$ cat config.mk
export PLATFORM = sky130hd
export DESIGN_NAME = qdsc_serial_ctrl
export DESIGN_NICKNAME = d
export VERILOG_FILES = /design/src/pkg/qdsc_pkg.sv /design/src/qdsc_sync.sv /design/src/qdsc_serial_ctrl.sv
export SDC_FILE = /design/constraint.sdc
export NUM_CORES = 1
export LEC_CHECK = 0
export CAP_MARGIN = 5
export CORE_ASPECT_RATIO = 0.7
export CORE_MARGIN = 8
export CORE_UTILIZATION = 35
export CTS_CLUSTER_SIZE = 10
export DETAILED_ROUTE_END_ITERATION = 12
export DONT_BUFFER_PORTS = 1
export RECOVER_POWER = 100
export REMOVE_ABC_BUFFERS = 1
export SLEW_MARGIN = 30
export SYNTH_ARGS = -nofsm -noshare
export SYNTH_HDL_FRONTEND = slang
export SYNTH_SLANG_ARGS = --single-unit
$ cat constraint.sdc
create_clock -name clk -period 6.7 [get_ports clk]
set_input_delay 1.005 -clock clk [delete_from_list [all_inputs] [get_ports clk]]
set_output_delay 1.005 -clock clk [all_outputs]
set_load 0.1 [all_outputs]
$ cat src/pkg/qdsc_pkg.sv
package qdsc_pkg;
    localparam int FRAME_BITS = 24;
    localparam int CMD_MSB = 23;
    localparam int CMD_LSB = 20;
    localparam int SEL_MSB = 19;
    localparam int SEL_LSB = 16;
    localparam int DATA_MSB = 15;
    localparam int RB_LSB = 4;
    localparam logic [3:0] CMD_NOP = 4'h0;
    localparam logic [3:0] CMD_WRITE_INPUT = 4'h1;
    localparam logic [3:0] CMD_UPDATE_CONV = 4'h2;
    localparam logic [3:0] CMD_WRITE_UPDATE = 4'h3;
    localparam logic [3:0] CMD_POWER_MODE = 4'h4;
    localparam logic [3:0] CMD_STROBE_MASK = 4'h5;
    localparam logic [3:0] CMD_SOFT_RESET = 4'h6;
    localparam logic [3:0] CMD_CHAIN_ENABLE = 4'h8;
    localparam logic [3:0] CMD_READBACK = 4'h9;
    localparam logic CHAIN_ENABLE_RESET = 1'h0;
    localparam logic [7:0] POWER_MODES_RESET = 8'h00;
    localparam logic [3:0] STROBE_MASK_RESET = 4'h0;
    localparam logic [1:0] READBACK_SEL_RESET = 2'h0;
    localparam logic [15:0] CODE_RESET = 16'h0000;
    localparam logic [1:0] PM_NORMAL = 2'h0;
    localparam logic [1:0] PM_PULL_1K = 2'h1;
    localparam logic [1:0] PM_PULL_100K = 2'h2;
    localparam logic [1:0] PM_THREE_STATE = 2'h3;

    typedef struct packed {
        logic [3:0] cmd;
        logic [3:0] sel;
        logic [15:0] data;
    } qdsc_frame_t;
endpackage : qdsc_pkg

$ cat src/qdsc_sync.sv
`timescale 1ns/1ns
module qdsc_sync #(
    parameter int WIDTH = 1,
    parameter logic [WIDTH-1:0] INIT = '0
) (
    input wire logic clk,
    input wire logic rst,
    input wire logic [WIDTH-1:0] din,
    output logic [WIDTH-1:0] dout
);
    logic [WIDTH-1:0] meta_q;
    logic [WIDTH-1:0] meta_d;
    logic [WIDTH-1:0] sync_q;
    logic [WIDTH-1:0] sync_d;

    always_comb begin
        meta_d = din;
        sync_d = meta_q;
    end

    always_ff @(posedge clk or posedge rst) begin
        if (rst) begin
            meta_q <= INIT;
            sync_q <= INIT;
        end else begin
            meta_q <= meta_d;
            sync_q <= sync_d;
        end
    end

    assign dout = sync_q;
endmodule : qdsc_sync

$ cat src/qdsc_serial_ctrl.sv
`timescale 1ns/1ns
// Contract
// Frame is 24 bits MSB first: command, four selects D..A, data word.
// Sample input on falling serial clock while frame select low; execute on its rise.
// Command 0011 writes and updates selected channels regardless of load strobe.
// Command 1000 sets chain enable from DB0; reset value zero is standalone.
// In chained mode, bits past 24 clocks ripple out on serial output.
// Serial output changes on rising serial clock edge.
// Host holds frame select low for exactly 24 times N clocks.
// Frame ending off a multiple of 24 still executes shift register content.
// Frame select rise latches data and stops further shifting.
// Host sends exact clock burst, raising frame select after last clock.
// Command 1001 arms readback of one selected channel; data bits ignored.
// Readback selecting none or several channels reads channel A.
// Next frame's output: four undefined bits, then register bits 19 down to 4.
// Standalone: output enabled only during the readback transfer.
// Host reads via readback frame, then an all-zero no-operation frame.
// Command 0100 loads two power-mode bits per channel from DB7..DB0.
// Mode 00 normal, 01 1k pull, 10 100k pull, 11 three-state.
// Power-down keeps converter registers and still accepts their updates.
// Separate input and converter registers; transfer governed by load strobe.
// Strobe low during 0001 write: input and converter update at frame end.
// Strobe high during 0001: converter updates on next strobe falling edge.
// Command 0101 loads mask; masked channels ignore load strobe.
// Reset clears power modes and readback selection.
module qdsc_serial_ctrl
    import qdsc_pkg::*;
#(
    parameter int CODE_BITS = 16
) (
    input wire logic clk,
    input wire logic rst,
    input wire logic frame_sel_n,
    input wire logic serial_clk,
    input wire logic serial_data_in,
    input wire logic load_strobe_n,
    output logic serial_data_out,
    output logic serial_data_out_oe,
    output logic [4*CODE_BITS-1:0] conv_codes,
    output logic [7:0] channel_power_modes,
    output logic chain_enable_bit
);
    logic [3:0] syncIn;
    logic selN;
    logic sclkS;
    logic ldacN;
    logic dataS;

    // Data rides the same two stages as the clock, so both stay aligned
    qdsc_sync #(.WIDTH(4), .INIT(4'he)) u_sync (
        .clk(clk),
        .rst(rst),
        .din({frame_sel_n, serial_clk, load_strobe_n, serial_data_in}),
        .dout(syncIn)
    );
    assign selN = syncIn[3];
    assign sclkS = syncIn[2];
    assign ldacN = syncIn[1];
    assign dataS = syncIn[0];

    logic sclk_q, sclk_d;
    logic selN_q, selN_d;
    logic ldacN_q, ldacN_d;
    logic [FRAME_BITS-1:0] shift_q, shift_d;
    logic [5:0] cnt_q, cnt_d;
    logic sdo_q, sdo_d;
    logic oe_q, oe_d;
    logic chainEn_q, chainEn_d;
    logic [7:0] pwr_q, pwr_d;
    logic [3:0] mask_q, mask_d;
    logic [3:0] pend_q, pend_d;
    logic [1:0] rbSel_q, rbSel_d;
    logic rbArmed_q, rbArmed_d;
    logic rbActive_q, rbActive_d;
    logic [FRAME_BITS-1:0] rbShift_q, rbShift_d;
    logic [CODE_BITS-1:0] inReg_q [4];
    logic [CODE_BITS-1:0] inReg_d [4];
    logic [CODE_BITS-1:0] conv_q [4];
    logic [CODE_BITS-1:0] conv_d [4];

    logic sclkRise, sclkFall, selRise, selFall, ldacFall;
    qdsc_frame_t frm;
    logic [CODE_BITS-1:0] word;

    assign sclkRise = sclkS & ~sclk_q;
    assign sclkFall = ~sclkS & sclk_q;
    assign selRise = selN & ~selN_q;
    assign selFall = ~selN & selN_q;
    assign ldacFall = ~ldacN & ldacN_q;
    assign frm = qdsc_frame_t'(shift_q);
    assign word = frm.data[DATA_MSB -: CODE_BITS];

    always_comb begin
        sclk_d = sclkS;
        selN_d = selN;
        ldacN_d = ldacN;
        shift_d = shift_q;
        cnt_d = cnt_q;
        sdo_d = sdo_q;
        oe_d = oe_q;
        chainEn_d = chainEn_q;
        pwr_d = pwr_q;
        mask_d = mask_q;
        pend_d = pend_q;
        rbSel_d = rbSel_q;
        rbArmed_d = rbArmed_q;
        rbActive_d = rbActive_q;
        rbShift_d = rbShift_q;
        inReg_d = inReg_q;
        conv_d = conv_q;

        if (selFall) begin
            cnt_d = 6'h00;
            if (rbArmed_q) begin
                rbActive_d = 1'b1;
                // A zero stands at frame start, each rise brings the next bit from the top
                rbShift_d = {3'h0, conv_q[rbSel_q], 5'h0};
                rbArmed_d = 1'b0;
                oe_d = 1'b1;
                sdo_d = 1'b0;
            end
        end

        if (!selN && !selFall && sclkFall) begin
            shift_d = {shift_q[FRAME_BITS-2:0], dataS};
            if (cnt_q != 6'h3f) begin
                cnt_d = cnt_q + 6'h01;
            end
        end

        if (!selN && sclkRise) begin
            if (rbActive_q) begin
                sdo_d = rbShift_q[FRAME_BITS-1];
                rbShift_d = {rbShift_q[FRAME_BITS-2:0], 1'b0};
            end else if (chainEn_q && cnt_q >= 6'(FRAME_BITS)) begin
                sdo_d = shift_q[FRAME_BITS-1];
            end
        end

        for (int ch = 0; ch < 4; ch++) begin
            if (ldacFall && pend_q[ch] && !mask_q[ch]) begin
                conv_d[ch] = inReg_q[ch];
                pend_d[ch] = 1'b0;
            end
        end

        if (selRise) begin
            // execute whatever was shifted
            if (rbActive_q) begin
                rbActive_d = 1'b0;
                oe_d = chainEn_q;
            end
            unique case (frm.cmd)
                CMD_WRITE_INPUT: begin
                    for (int ch = 0; ch < 4; ch++) begin
                        if (frm.sel[ch]) begin
                            inReg_d[ch] = word;
                            if (!ldacN && !mask_q[ch]) begin
                                conv_d[ch] = word;
                                pend_d[ch] = 1'b0;
                            end else begin
                                pend_d[ch] = 1'b1;
                            end
                        end
                    end
                end
                CMD_UPDATE_CONV: begin
                    for (int ch = 0; ch < 4; ch++) begin
                        if (frm.sel[ch]) begin
                            conv_d[ch] = inReg_q[ch];
                            pend_d[ch] = 1'b0;
                        end
                    end
                end
                CMD_WRITE_UPDATE: begin
                    for (int ch = 0; ch < 4; ch++) begin
                        if (frm.sel[ch]) begin
                            inReg_d[ch] = word;
                            conv_d[ch] = word;
                            pend_d[ch] = 1'b0;
                        end
                    end
                end
                CMD_POWER_MODE: pwr_d = frm.data[7:0];
                CMD_STROBE_MASK: mask_d = frm.data[3:0];
                CMD_SOFT_RESET: begin
                    pwr_d = POWER_MODES_RESET;
                    rbArmed_d = 1'b0;
                    mask_d = STROBE_MASK_RESET;
                    pend_d = 4'h0;
                    for (int ch = 0; ch < 4; ch++) begin
                        inReg_d[ch] = CODE_RESET[CODE_BITS-1:0];
                        conv_d[ch] = CODE_RESET[CODE_BITS-1:0];
                    end
                end
                CMD_CHAIN_ENABLE: begin
                    chainEn_d = frm.data[0];
                    oe_d = frm.data[0];
                end
                CMD_READBACK: begin
                    rbArmed_d = 1'b1;
                    unique case (frm.sel)
                        4'h2: rbSel_d = 2'h1;
                        4'h4: rbSel_d = 2'h2;
                        4'h8: rbSel_d = 2'h3;
                        default: rbSel_d = 2'h0;
                    endcase
                end
                default: ;
            endcase
        end
    end

    always_ff @(posedge clk or posedge rst) begin
        if (rst) begin
            sclk_q <= 1'b1;
            selN_q <= 1'b1;
            ldacN_q <= 1'b1;
            shift_q <= '0;
            cnt_q <= 6'h00;
            sdo_q <= 1'b0;
            oe_q <= 1'b0;
            chainEn_q <= CHAIN_ENABLE_RESET;
            pwr_q <= POWER_MODES_RESET;
            mask_q <= STROBE_MASK_RESET;
            pend_q <= 4'h0;
            rbSel_q <= READBACK_SEL_RESET;
            rbArmed_q <= 1'b0;
            rbActive_q <= 1'b0;
            rbShift_q <= '0;
            for (int ch = 0; ch < 4; ch++) begin
                inReg_q[ch] <= '0;
                conv_q[ch] <= '0;
            end
        end else begin
            sclk_q <= sclk_d;
            selN_q <= selN_d;
            ldacN_q <= ldacN_d;
            shift_q <= shift_d;
            cnt_q <= cnt_d;
            sdo_q <= sdo_d;
            oe_q <= oe_d;
            chainEn_q <= chainEn_d;
            pwr_q <= pwr_d;
            mask_q <= mask_d;
            pend_q <= pend_d;
            rbSel_q <= rbSel_d;
            rbArmed_q <= rbArmed_d;
            rbActive_q <= rbActive_d;
            rbShift_q <= rbShift_d;
            inReg_q <= inReg_d;
            conv_q <= conv_d;
        end
    end

    assign serial_data_out = sdo_q;
    assign serial_data_out_oe = oe_q;
    assign channel_power_modes = pwr_q;
    assign chain_enable_bit = chainEn_q;
    assign conv_codes = {conv_q[3], conv_q[2], conv_q[1], conv_q[0]};

    a_shift_frozen: assert property (@(posedge clk) disable iff (rst)
        selN_q && selN |=> $stable(shift_q))
        else $error("shift register moved outside a frame");
    a_write_update: assert property (@(posedge clk) disable iff (rst)
        selRise && frm.cmd == CMD_WRITE_UPDATE && frm.sel[0] |=> conv_q[0] == $past(word))
        else $error("write and update missed channel A");
    a_chain_set: assert property (@(posedge clk) disable iff (rst)
        selRise && frm.cmd == CMD_CHAIN_ENABLE |=> chainEn_q == $past(frm.data[0]))
        else $error("chain enable not loaded");
    a_power_load: assert property (@(posedge clk) disable iff (rst)
        selRise && frm.cmd == CMD_POWER_MODE |=> pwr_q == $past(frm.data[7:0]))
        else $error("power modes not loaded");
    a_power_keeps: assert property (@(posedge clk) disable iff (rst)
        selRise && frm.cmd == CMD_POWER_MODE && !ldacFall |=> $stable(conv_q[0]))
        else $error("power mode write disturbed converter");
    a_rb_default: assert property (@(posedge clk) disable iff (rst)
        selRise && frm.cmd == CMD_READBACK && frm.sel == 4'h0 |=> rbSel_q == 2'h0 && rbArmed_q)
        else $error("readback default not channel A");
    a_oe_standalone: assert property (@(posedge clk) disable iff (rst)
        !chainEn_q && !rbActive_q && !$past(rbActive_q) |-> !oe_q)
        else $error("output enabled outside readback");
    a_strobe_mask: assert property (@(posedge clk) disable iff (rst)
        ldacFall && mask_q[1] && !selRise |=> $stable(conv_q[1]))
        else $error("masked channel followed strobe");
    a_deferred_update: assert property (@(posedge clk) disable iff (rst)
        ldacFall && pend_q[1] && !mask_q[1] && !selRise |=> conv_q[1] == $past(inReg_q[1]))
        else $error("deferred update missed");
    a_rb_enable: assert property (@(posedge clk) disable iff (rst)
        selFall && rbArmed_q |=> oe_q && rbActive_q && !sdo_q)
        else $error("readback frame did not enable output");
    a_rb_load: assert property (@(posedge clk) disable iff (rst)
        selFall && rbArmed_q |=> rbShift_q == {3'h0, $past(conv_q[rbSel_q]), 5'h0})
        else $error("readback word not loaded");
    a_sdo_steady: assert property (@(posedge clk) disable iff (rst)
        !(sclkRise && !selN) && !selFall |=> $stable(sdo_q))
        else $error("serial output moved off a clock rise");
    a_strobe_low: assert property (@(posedge clk) disable iff (rst)
        selRise && frm.cmd == CMD_WRITE_INPUT && frm.sel[3] && !ldacN && !mask_q[3] |=> conv_q[3] == $past(word))
        else $error("strobe low write missed converter");
    a_input_hold: assert property (@(posedge clk) disable iff (rst)
        selRise && frm.cmd == CMD_WRITE_INPUT && frm.sel[1] && ldacN |=> $stable(conv_q[1]) && pend_q[1])
        else $error("strobe high write reached converter");
    a_update_conv: assert property (@(posedge clk) disable iff (rst)
        selRise && frm.cmd == CMD_UPDATE_CONV && frm.sel[1] |=> conv_q[1] == $past(inReg_q[1]))
        else $error("update command missed channel B");
    a_soft_clear: assert property (@(posedge clk) disable iff (rst)
        selRise && frm.cmd == CMD_SOFT_RESET |=> pwr_q == POWER_MODES_RESET && !rbArmed_q)
        else $error("soft reset left modes or readback");
endmodule : qdsc_serial_ctrl

==> impl_metrics.toml <==
[sta]
fmax_ghz = 0.216
max-slew-margin-rel_pct = -88.3
hold_viol = 0
tightest_slew_ns = 2.82
fin_crit_sh_pct = 69.2
drv_slew = 293
min_period_ns = 4.64
rsz0062_at_grt = "no"
fin_ws_ns = 2.06
setup_viol = 0
fin_skew_ns = 0.00908

[logic_synthesis]
synth_area_leaders = "dfrtp_1 52%, nand2_1 7.7%, mux2i_1 6.5%"
syn-cell-area_mm2 = 0.0100
synth-main-ff-cell = "dfrtp_1"
synth-xor-area-share_pct = 0.262
seq_area_frac_synth_pct = 54.0
synth-edff-count = 0
synth_compound_area_share_pct = 18.0
yosys.area_share.adder_pct = 0.250
yosysWarnings = 0
synth_top_family_by_area = "compound AO/OA/AOI/OAI gates"
yosys.area.top_type = "dfrtp_1"
synth_cell_types = 57
synth_top_area_share_pct = 51.7
syn_inst = 960
synthSimpleGateAreaFrac_pct = 12.5
ys_ff_latch = 216
ys_async_sr_fraction_pct = 100
syn_avg_cell_area_um2 = 10.4
synthMuxAreaShare_pct = 10.5

[critical_path]
critPathArrivalTime_ns = 5.05
cp.required_ns = 7.11
slowest_stage = "o21ai_0"
rr_worst_depth = 6
worstSetupStartpointType = "register"
crit_fanout = 36
critPathMaxStageDelay_ns = 1.84
cp-end-kind = "register"
critical_path_class = "register to register"
worstPathCellList = "and2b_1 > o21ai_0 > clkbuf_1 > buf_4 > a21oi_4 > o22ai_1"

[global_route]
grt-ovfl-total = 0
globalRoute.busiestLayer = "met2"
grt_pass1_vias = 7515
grt_use_met2_pct = 27.3
grt_pass1_wl_um = 48200
grtUsageMet3_pct = 5.50
antenna_found_initial = 1
grt.met1_usage_pct = 25.6
track_usage_pct = 18.2
grt_max_degree = 117

[layout]
fillerInstances = 2797
multi_input_area_mm2 = 0.00420
area_growth_pct = 9.07
regArea_mm2 = 0.00542
nets = 924
design_area_mm2 = 0.0109
layout.cells.non_filler = 1313
layout_common_cells = "206 x nand2_1, 206 x dfrtp_1, 86 x o21ai_0"
drive_gt1_share_pct = 8.45
antennaDiodeCount = 0

[power_and_ir_drop]
p_leak_uw = 0.00444
swShare_pct = 23.1
intPower_uw = 2030
ir_worst_vdd_v = 0.000202
p_clk_share_pct = 46.9
power.switching_uw = 608
pwr_density_cell_mw_per_mm2 = 241
share_comb_of_total_power_pct = 2.2
p_seq_share_pct = 50.9

[drt]
via_count = 7607
wirelength_um = 31800
routedWlPerCell_um = 24.2
dr.pass1.iters = 5
routed_via_density = 5.79
drtIter0Drc = 649
drc = 0
ant_nets = 0

[cts]
cts_made_buffers = 25
cts.clk_slew.worst_paths_ns = 0.06
hold_buffers = 0
cts_tree = "built"
cts_root_buffer = "clkbuf_16"
clk_latency_ns = 0.52
clock_sinks = 216
clock_path_buffers = 3
htreeDepth = 1
cts-resized-gates = 0
cts_setup_buffers = 0

[place]
numPlacedInstances = 1266
place_area_mm2 = 0.0104
port_buffers = 0
place_congestion = 0.802
place_hpwl_um = 19900
dp_slack_ns = 3.63

[floorplan]
rows = 52
die_w_um = 218
start_util_pct = 35.1
core_mm2 = 0.0286
die_h_um = 158
die_area_mm2 = 0.0344
io_pins = 81

[hold_path]
whs_path_depth = 0
hp-class = "register to register"

[run_status]
violations = "capacitance limit, slew limit"
status = "complete, but fails checks"

[flow_run]
maxCapViolCount = 9
## power groups by stage
stage / Combinational [uW] / Sequential, uW / Clock, uW
floorplan: 40.5 / 1350 / 0
global placement: 62.4 / 1360 / 0
detailed placement: 63.3 / 1360 / 0
CTS: 63.5 / 1340 / 1250
global route: 68.1 / 1340 / 1310
finish: 59.2 / 1340 / 1240
## final timing paths
check | from | end | slack (ns)
max in group asynchronous | rst | rbSel_q[1] | 2.94
min in group asynchronous | rst | channel_power_modes[1] | 0.45
hold / removal | u_sync.meta_q[0] | u_sync.dout[0] | 0.35
setup / recovery | frm[22] | conv_codes[49] | 2.06
hold reg to reg | u_sync.meta_q[0] | u_sync.dout[0] | 0.35
setup reg to reg | frm[22] | conv_codes[49] | 2.06
## through the flow
step                      hold WS [ns]  total power [uW]  utilization (%)  setup TNS (ns)
after floorplan                  0.331              1400                -          -40.94
after global placement           0.339              1430             36.0               0
after detailed placement         0.337              1430             36.3               0
after CTS                        0.350              2650             38.8               0
after global routing             0.362              2720             38.3               0
final                            0.347              2630             38.3               0
## cell type report
class | instances | share of cell area (%)
inverters | 6 | 0.275
multi-input cells | 650 | 38.4
well taps | 378 | 4.32
repair buffers | 17 | 0.961
flip-flops and latches | 216 | 49.5
clock buffers | 44 | 6.37
clock inverters | 2 | 0.126
## synth_stat cells (all sizes together), types with 2 or more instances
library cell  number
dfrtp            207
nand2            206
o21ai             86
a32oi             65
mux2i             65
o22ai             64
buf               53
a21oi             43
clkbuf            35
nor2              23
mux4              16
and2               9
dfstp              9
nand3              8
inv                6
nor3b              6
nand2b             5
nor2b              5
and3               4
mux2               4
o21bai             4
o221ai             4
xnor2              3
and2b              2
ha                 2
nand4              2
nor3               2
nor4b              2
o41ai              2
or3                2
or3b               2
## metal layers
metal  vias to the layer above  wire [um]
li1                       3402          -
met1                      3857      14400
met2                       298      13800
met3                        50       2940
met4                         0        605
met5                         -          0
## cells by family after synthesis
logic type      count (synthesis)
compound gates                277
xor+xnor                        3
fa+ha+maj                       2
buf+inv                        94
flops                         216
mux                            85
simple gates                  283
## flip-flops by register name, indices dropped and copies added (netlist names), 6 cells and up
name,flops
conv_codes,64
frm,24
rbShift_q,24
inReg_q,64
cnt_q,6
channel_power_modes,8
## critical path, delay by kind of cell (launching register included)
kind	cells	cell delay, ns
and+or+nand+nor	1	0.31
DFF	1	0.56
buffers and inverters	2	1.37
AOI/OAI and AO/OA	3	2.26
Power figures use the tool's default switching activity.
